**config.mk**
```make
export PLATFORM = sky130hd
export DESIGN_NAME = hles_link3_event_status
export DESIGN_NICKNAME = d
export VERILOG_FILES = /design/src/verilog/hles_pkg.sv /design/src/verilog/hles_link3_event_status.sv
export SDC_FILE = /design/constraint.sdc
export NUM_CORES = 1
export LEC_CHECK = 0
export BUFFER_PORTS_ARGS = -buffer_cell sky130_fd_sc_hd__buf_2
export CAP_MARGIN = 10
export CORE_UTILIZATION = 43
export DETAILED_ROUTE_END_ITERATION = 10
export HOLD_SLACK_MARGIN = 0.05
export PLACE_DENSITY_LB_ADDON = 0.2
export SLEW_MARGIN = 20
export SYNTH_ARGS = -nofsm -noshare
export SYNTH_HDL_FRONTEND = slang
export SYNTH_SLANG_ARGS = --single-unit
```
**constraint.sdc**
```tcl
create_clock -name core_clk -period 1.9 [get_ports core_clk]
set_input_delay 0.19 -clock core_clk [delete_from_list [all_inputs] [get_ports core_clk]]
set_output_delay 0.19 -clock core_clk [all_outputs]
set_load 0.005 [all_outputs]
```
**src/verilog/hles_pkg.sv**
```systemverilog
package hles_pkg;

   // ==========================================================
   // Register map (byte addresses on the AXI4-Lite slave)
   // ==========================================================
   localparam int unsigned ADDR_W = 12;
   // Printed offsets are not word aligned: they are register indexes
   localparam logic [ADDR_W-1:0] STATUS_IDX = 12'hB26;
   localparam logic [ADDR_W-1:0] ENABLE_IDX = 12'hB27;
   localparam logic [ADDR_W+1:0] STATUS_ADDR = {STATUS_IDX, 2'h0};
   localparam logic [ADDR_W+1:0] ENABLE_ADDR = {ENABLE_IDX, 2'h0};
   localparam int unsigned BUS_ADDR_W = ADDR_W + 2;

   // ==========================================================
   // Field positions
   // ==========================================================
   localparam int unsigned KIND_BIT = 7;
   localparam int unsigned SEND_BEGIN_BIT = 6;
   localparam int unsigned RECV_BEGIN_BIT = 5;
   localparam int unsigned SEND_DONE_BIT = 4;
   localparam int unsigned RECV_DONE_BIT = 3;
   localparam int unsigned CHECKSUM_BIT = 2;
   localparam int unsigned ABORT_BIT = 1;
   localparam int unsigned FLAG_OCTET_BIT = 0;
   localparam int unsigned EVENT_W = 7;

   // ==========================================================
   // Reset values and bus answers
   // ==========================================================
   localparam logic [EVENT_W-1:0] EVENT_RESET = 7'h00;
   localparam logic [EVENT_W-1:0] ENABLE_RESET = 7'h00;
   localparam logic KIND_RESET = 1'h0;
   localparam logic [1:0] RESP_OKAY = 2'h0;
   localparam logic [1:0] RESP_SLVERR = 2'h2;

   // Slave handshake states
   typedef enum logic [1:0] {HLES_IDLE, HLES_RESP} hles_bus_state_t;

endpackage : hles_pkg
```
**src/verilog/hles_link3_event_status.sv**
```systemverilog
// Behaviour
// - Status bit 7 shows last received message kind: 0 bit-oriented, 1 message-oriented.
// - Transmit start-of-message event sets status bit 6.
// - Receive start-of-message event sets status bit 5.
// - Transmit end-of-message event sets status bit 4.
// - Receive end-of-message event sets status bit 3.
// - Checksum error on received message sets status bit 2.
// - Seven consecutive ones received set abort status bit 1.
// - Flag octet 0x7E received sets idle status bit 0.
// - Event bits are sticky, clear on status read, reset to zero.
// - Enable bit 6 gates transmit start-of-message interrupt.
// - Enable bit 5 gates receive start-of-message interrupt; 1 enables.
// - Enable bit 4 gates transmit end-of-message interrupt.
// - Enable bit 3 gates receive end-of-message interrupt.
// - Enable bits read/write, reset to zero, top bit reserved.
// - Enable bits 2, 1, 0 gate checksum, abort and idle interrupts.
//
// The implementer's own choice: register access over AXI4-Lite.
module hles_link3_event_status
(
   input wire logic core_clk,
   input wire logic rst_b,
   // AXI4-Lite slave
   input wire logic [hles_pkg::BUS_ADDR_W-1:0] s_axi_awaddr,
   input wire logic s_axi_awvalid,
   output logic s_axi_awready,
   input wire logic [31:0] s_axi_wdata,
   input wire logic [3:0] s_axi_wstrb,
   input wire logic s_axi_wvalid,
   output logic s_axi_wready,
   output logic [1:0] s_axi_bresp,
   output logic s_axi_bvalid,
   input wire logic s_axi_bready,
   input wire logic [hles_pkg::BUS_ADDR_W-1:0] s_axi_araddr,
   input wire logic s_axi_arvalid,
   output logic s_axi_arready,
   output logic [31:0] s_axi_rdata,
   output logic [1:0] s_axi_rresp,
   output logic s_axi_rvalid,
   input wire logic s_axi_rready,
   // Event pulses from the link engines, same clock
   input wire logic send_begin_flag,
   input wire logic receive_begin_flag,
   input wire logic send_done_flag,
   input wire logic receive_done_flag,
   input wire logic checksum_fault_flag,
   input wire logic abort_seen_flag,
   input wire logic flag_octet_seen,
   // Kind of the message just finished: 1 message-oriented, valid with receive_done_flag
   input wire logic received_message_kind,
   output logic irq
);
   import hles_pkg::*;

   // ==========================================================
   // State
   // ==========================================================
   typedef struct packed {
      hles_bus_state_t wrState;
      logic awHeld;
      logic [BUS_ADDR_W-1:0] awAddr;
      logic wHeld;
      logic [31:0] wData;
      logic [3:0] wStrb;
      logic [1:0] bResp;
      hles_bus_state_t rdState;
      logic [31:0] rData;
      logic [1:0] rResp;
      logic [EVENT_W-1:0] events;
      logic kind;
      logic [EVENT_W-1:0] enables;
      logic irq;
      // Handshake lines kept as flops so no bus output is decoded
      logic awRdy;
      logic wRdy;
      logic bValid;
      logic arRdy;
      logic rValid;
   } hles_state_t;

   hles_state_t state_r;
   hles_state_t state_nxt;

   logic [EVENT_W-1:0] eventIn;
   logic readStatus;
   logic wrFire;
   logic [BUS_ADDR_W-1:0] wrAddr;
   logic [31:0] wrData;
   logic [3:0] wrStrb;

   // ==========================================================
   // Event gathering
   // ==========================================================
   // Pulses placed at their status positions
   always_comb
   begin
      eventIn = '0;
      eventIn[SEND_BEGIN_BIT] = send_begin_flag;
      eventIn[RECV_BEGIN_BIT] = receive_begin_flag;
      eventIn[SEND_DONE_BIT] = send_done_flag;
      eventIn[RECV_DONE_BIT] = receive_done_flag;
      eventIn[CHECKSUM_BIT] = checksum_fault_flag;
      eventIn[ABORT_BIT] = abort_seen_flag;
      eventIn[FLAG_OCTET_BIT] = flag_octet_seen;
   end

   // Write channels joined from held copies or the live bus
   assign wrAddr = state_r.awHeld ? state_r.awAddr : s_axi_awaddr;
   assign wrData = state_r.wHeld ? state_r.wData : s_axi_wdata;
   assign wrStrb = state_r.wHeld ? state_r.wStrb : s_axi_wstrb;
   assign wrFire = (state_r.wrState == HLES_IDLE) && (state_r.awHeld || s_axi_awvalid)
                   && (state_r.wHeld || s_axi_wvalid);
   assign readStatus = (state_r.rdState == HLES_IDLE) && s_axi_arvalid
                       && (s_axi_araddr == STATUS_ADDR);

   // ==========================================================
   // Next state
   // ==========================================================
   always_comb
   begin
      state_nxt = state_r;

      // Write side: address and data taken in either order
      case (state_r.wrState)
         HLES_IDLE:
         begin
            if (!state_r.awHeld && s_axi_awvalid)
            begin
               state_nxt.awHeld = 1'b1;
               state_nxt.awAddr = s_axi_awaddr;
            end
            if (!state_r.wHeld && s_axi_wvalid)
            begin
               state_nxt.wHeld = 1'b1;
               state_nxt.wData = s_axi_wdata;
               state_nxt.wStrb = s_axi_wstrb;
            end
            if (wrFire)
            begin
               state_nxt.awHeld = 1'b0;
               state_nxt.wHeld = 1'b0;
               state_nxt.wrState = HLES_RESP;
               state_nxt.bResp = RESP_OKAY;
               if (wrAddr == ENABLE_ADDR)
               begin
                  // Low lane carries the whole register; bit 7 is reserved
                  if (wrStrb[0])
                  begin
                     state_nxt.enables = wrData[EVENT_W-1:0];
                  end
               end
               else if (wrAddr != STATUS_ADDR)
               begin
                  // Status is read-only; writes there are accepted and ignored
                  state_nxt.bResp = RESP_SLVERR;
               end
            end
         end
         HLES_RESP:
         begin
            if (s_axi_bready)
            begin
               state_nxt.wrState = HLES_IDLE;
            end
         end
         default:
         begin
            state_nxt.wrState = HLES_IDLE;
         end
      endcase

      // Read side: data is captured in the accept cycle
      case (state_r.rdState)
         HLES_IDLE:
         begin
            if (s_axi_arvalid)
            begin
               state_nxt.rdState = HLES_RESP;
               state_nxt.rResp = RESP_OKAY;
               if (s_axi_araddr == STATUS_ADDR)
               begin
                  state_nxt.rData = {24'h000000, state_r.kind, state_r.events};
               end
               else if (s_axi_araddr == ENABLE_ADDR)
               begin
                  state_nxt.rData = {25'h0000000, state_r.enables};
               end
               else
               begin
                  state_nxt.rData = 32'h00000000;
                  state_nxt.rResp = RESP_SLVERR;
               end
            end
         end
         HLES_RESP:
         begin
            if (s_axi_rready)
            begin
               state_nxt.rdState = HLES_IDLE;
            end
         end
         default:
         begin
            state_nxt.rdState = HLES_IDLE;
         end
      endcase

      // Sticky events; a new pulse in the read cycle survives the clear
      state_nxt.events = (readStatus ? EVENT_RESET : state_r.events) | eventIn;

      // Kind follows each completed reception
      if (receive_done_flag)
      begin
         state_nxt.kind = received_message_kind;
      end

      // Bits 6..0 of enable line up with the event bits one for one
      state_nxt.irq = |(state_nxt.events & state_nxt.enables);

      // Ready and valid follow the next state, so they match it at the same edge
      state_nxt.awRdy = (state_nxt.wrState == HLES_IDLE) && !state_nxt.awHeld;
      state_nxt.wRdy = (state_nxt.wrState == HLES_IDLE) && !state_nxt.wHeld;
      state_nxt.bValid = (state_nxt.wrState == HLES_RESP);
      state_nxt.arRdy = (state_nxt.rdState == HLES_IDLE);
      state_nxt.rValid = (state_nxt.rdState == HLES_RESP);
   end

   // ==========================================================
   // Registers
   // ==========================================================
   always_ff @(posedge core_clk or negedge rst_b)
   begin
      if (!rst_b)
      begin
         state_r <= '{wrState: HLES_IDLE, awHeld: 1'b0, awAddr: '0, wHeld: 1'b0,
                      wData: 32'h00000000, wStrb: 4'h0, bResp: RESP_OKAY,
                      rdState: HLES_IDLE, rData: 32'h00000000, rResp: RESP_OKAY,
                      events: EVENT_RESET, kind: KIND_RESET, enables: ENABLE_RESET,
                      irq: 1'b0, awRdy: 1'b1, wRdy: 1'b1, bValid: 1'b0,
                      arRdy: 1'b1, rValid: 1'b0};
      end
      else
      begin
         state_r <= state_nxt;
      end
   end

   // ==========================================================
   // Outputs
   // ==========================================================
   // Ready lines reflect held state so each channel is taken once
   assign s_axi_awready = state_r.awRdy;
   assign s_axi_wready = state_r.wRdy;
   assign s_axi_bvalid = state_r.bValid;
   assign s_axi_bresp = state_r.bResp;
   assign s_axi_arready = state_r.arRdy;
   assign s_axi_rvalid = state_r.rValid;
   assign s_axi_rdata = state_r.rData;
   assign s_axi_rresp = state_r.rResp;
   assign irq = state_r.irq;

endmodule : hles_link3_event_status

```
==> impl_results.md <==
* # setup viols final at 0
* Crit. Startpoint: state_r[56]$_DFF_PN0_
* Clk_skew at 0.007213 ns
* Met1 usage at 20.16%
* Worst setup margin at 0.01191 ns
* Clk slew on worst S/H paths at 0.06 ns
* Fmax achieved at 529.6 MHz
* Max Fanout on Critical Path at 8
* CTS Root Cell: clkbuf_8
* Multiplexer area fraction after synthesis at 14.80%
* Ys async rst share at 100.0%
* Synthesized flop and latch total at 59
* Fin crit share at 99.37%
* Routability cong. at 0.7786
* Drt total wl at 4.773 mm
* Adder-Cell Fraction of Synth Area at 0%
* PortBufs at 66
* Placed Cells at 376
* Internal at 2349 uW
* Core area at 6350 sq um
* Initial antenna violation count at 0
* Number of global-route vias before repair at 1,825
* Leak Pwr at 0.001613 uW
* Die ar. at 6892 sq um
* Worst endpoint required time at 2.09 ns
* I/O Pins at 121
* WL/cell at 12.15 um
* CTS tree: done
* Routed vias at 1,864
* Combinational family with the most area after synthesis: multiplexers
* Multi-input logic area at 1130 sq um
* Clk_lat worst skew at 0.33 ns
* EDFF count, synth at 0
* Unrepaired setup endpoints after global routing: yes
* Hold path startpoint: receive_begin_flag
* Die Width at 83.02 um
* Crit path DAT at 2.08 ns
* GR Layer Usage met2 at 24.07%
* Max clock buf depth at 2
* Cell Pwr Density at 919.7 nW/um^2
* Complex-gate fraction of the synthesized area at 9.885%
* Startpoint class of the critical path: flip-flop
* Detail Route Antenna Nets at 0
* Ant. Diodes at 0
* Yosys warns at 0
* Overall routing resource usage at 15.75%
* Outcome: completed
* Setup CP Type: reg2reg
* DR pass1 iterations at 6
* Final net count at 390
* Largest Register: state_r
* Post-Syn Instances at 235
* TritonCTS Buffers at 9
* Max IR drop VDD at 0.4977 mV
* Library cells used by synthesis at 38
* Area Overhead vs Synth at 19.59%
* Final non-filler cell total at 393
* TritonCTS Sinks at 59
* Post-Synth XOR/XNOR Area at 0%
* Reg area at 1481 sq um
* Flop pwr share at 49.8%
* Max Slew Vio Count at 0
* Max FFs per register at 43
* DPL Wire Length at 3.569 mm
* Global-route wire length before repair at 8.424 mm
* Initial Util at 44.45%
* Iter 0 DRT Violations at 82
* Combinational share of power at 15.9%
* H-tree levels at 3
* Sw Ratio at 24.34%
* Clock power frac at 34.3%
* Congestion Overflow GR at 0
* Hold violation total from the final report at 0
* Final min period at 1.888 ns
* M3 GR Usage at 4.076%
* Switching power at 755.7 uW
* Crit. End Element: flip-flop
* Largest net degree at the start of global routing at 60
* Routed vias/inst at 4.743
* Chip height at 83.02 um
* Synthesized area at 2823 sq um
* Most common flop cell mapped by yosys: dfrtp_1
* Busiest grt layer: met2
* Synth Area in Simple Gates at 10.86%
* Syn Area/Cell at 12.01 sq um
* Seq/Total Area, Yosys at 52.44%
* Placement Rows at 29
* # DRC at 0
* Layout fillers at 567
* R2R Path Start: state_r[56]$_DFF_PN0_
* Placement Setup Slack at -0.1753 ns
* Reg2Reg Depth at 7
* Hold depth at 2
* Share of layout cells above drive strength 1 at 43.67%
* Worst Hold Class: in2reg
* MaxCap Viol Count at 0
## cells by family after synthesis
logic type | count (synthesis)
other | 1
buffers and inverters | 47
multiplexers | 39
AND/OR/NAND/NOR | 48
AO/OA/AOI/OAI | 41
flip-flops | 59
## cells in the final DEF, fill, tap and decap left out, types with 2 or more instances in the layout
| cell | instances |
|---|---|
| o21ai_0 | 10 |
| nor2_4 | 2 |
| a21o_1 | 4 |
| a21o_2 | 3 |
| mux2i_1 | 16 |
| inv_1 | 4 |
| nand4_1 | 2 |
| mux2_2 | 22 |
| nor2_1 | 10 |
| clkbuf_8 | 13 |
| nand4b_1 | 2 |
| o21a_1 | 2 |
| dfrtp_1 | 55 |
| nor3_2 | 2 |
| nor4bb_1 | 4 |
| clkbuf_1 | 2 |
| buf_4 | 12 |
| buf_2 | 66 |
| conb_1 | 28 |
| dfstp_2 | 3 |
| nand2_1 | 15 |
| a22oi_2 | 2 |
| a21oi_1 | 16 |
## power by group through the flow
stage / registers [uW] / logic, uW / clock network, uW
after floorplan: 1540 / 365 / 0
after global placement: 1560 / 477 / 0
after detailed placement: 1560 / 488 / 0
after CTS: 1540 / 491 / 1110
after global routing: 1580 / 553 / 1160
final: 1550 / 493 / 1070
## per-stage QoR
step | hold slack [ns] | setup TNS (ns) | cell area [sq um] | power (uW) | utilization [%]
floorplan | -0.1056 | -0.09993 | 2924 | 1901 | -
global placement | 0.2186 | -0.1667 | 3148 | 2034 | 49.58
detailed placement | 0.2168 | -0.1753 | 3148 | 2051 | 49.58
CTS | 0.05129 | -0.03057 | 3356 | 3142 | 52.85
global route | 0.06048 | -0.09420 | 3376 | 3286 | 53.16
finish | 0.07045 | 0 | 3376 | 3105 | 53.16
## routing by layer
metal | wire length [um] | vias to the layer above
met5 | 0 | -
met4 | 101 | 0
met3 | 175 | 8
met2 | 2235 | 57
met1 | 2261 | 893
li1 | - | 906
## path summary, 6_finish.rpt
path                                              end  slack [ns]
max                                     irq$_DFF_PN0_        0.01
min                             state_r[19]$_DFF_PN0_        0.07
max reg2reg                             irq$_DFF_PN0_        0.01
min reg2reg                s_axi_rdata[7]$_DFFE_PN0P_        0.47
max in group asynchronous     s_axi_arready$_DFF_PN1_        1.20
min in group asynchronous     state_r[63]$_DFFE_PN0P_        0.40
## worst max-delay path, cell delays in order (launching register included)
cell	delay [ns]
dfrtp_1	0.37
or3b_4	0.42
nor2_4	0.10
nand4_4	0.07
or2_4	0.29
a21o_1	0.19
a32oi_1	0.19
nand4_1	0.12
## synthesized netlist by cell type (2+ instances only)
library cell	count	area, sq um
o21ai_0	10	50.05
nand4_1	2	12.51
mux2_2	22	247.7
and2_1	2	12.51
nor2_4	2	22.52
dfrtp_1	56	1401
a21o_2	3	26.28
a21o_1	4	30.03
inv_1	4	15.01
mux2i_1	17	170.2
nand2_1	15	56.30
a22oi_2	2	25.02
nor4bb_1	4	40.04
o21a_1	2	15.01
nor3_2	2	20.02
a21oi_1	16	80.08
buf_4	36	270.3
dfstp_2	3	78.83
clkbuf_1	2	7.510
buf_6	3	33.78
nor2_1	10	37.54
nand4b_1	2	17.52
## cell type report
type	instances	area share, %
timing repair buffer	81	13.68
inverter	4	0.4448
clock buffer	15	5.523
sequential	59	43.88
multi-input combinational	156	33.47
clock inverter	1	0.1483
tap	77	2.854
## repair_timing
action,4_1_cts,5_1_grt
hold buffers,1,0
hold endpoints to repair,56,0
buffers inserted,0,0
pin swaps,5,0
endpoints found under the setup margin,1,1
gates resized for setup,3,4
No activity file was read; power rests on OpenSTA's default activity.
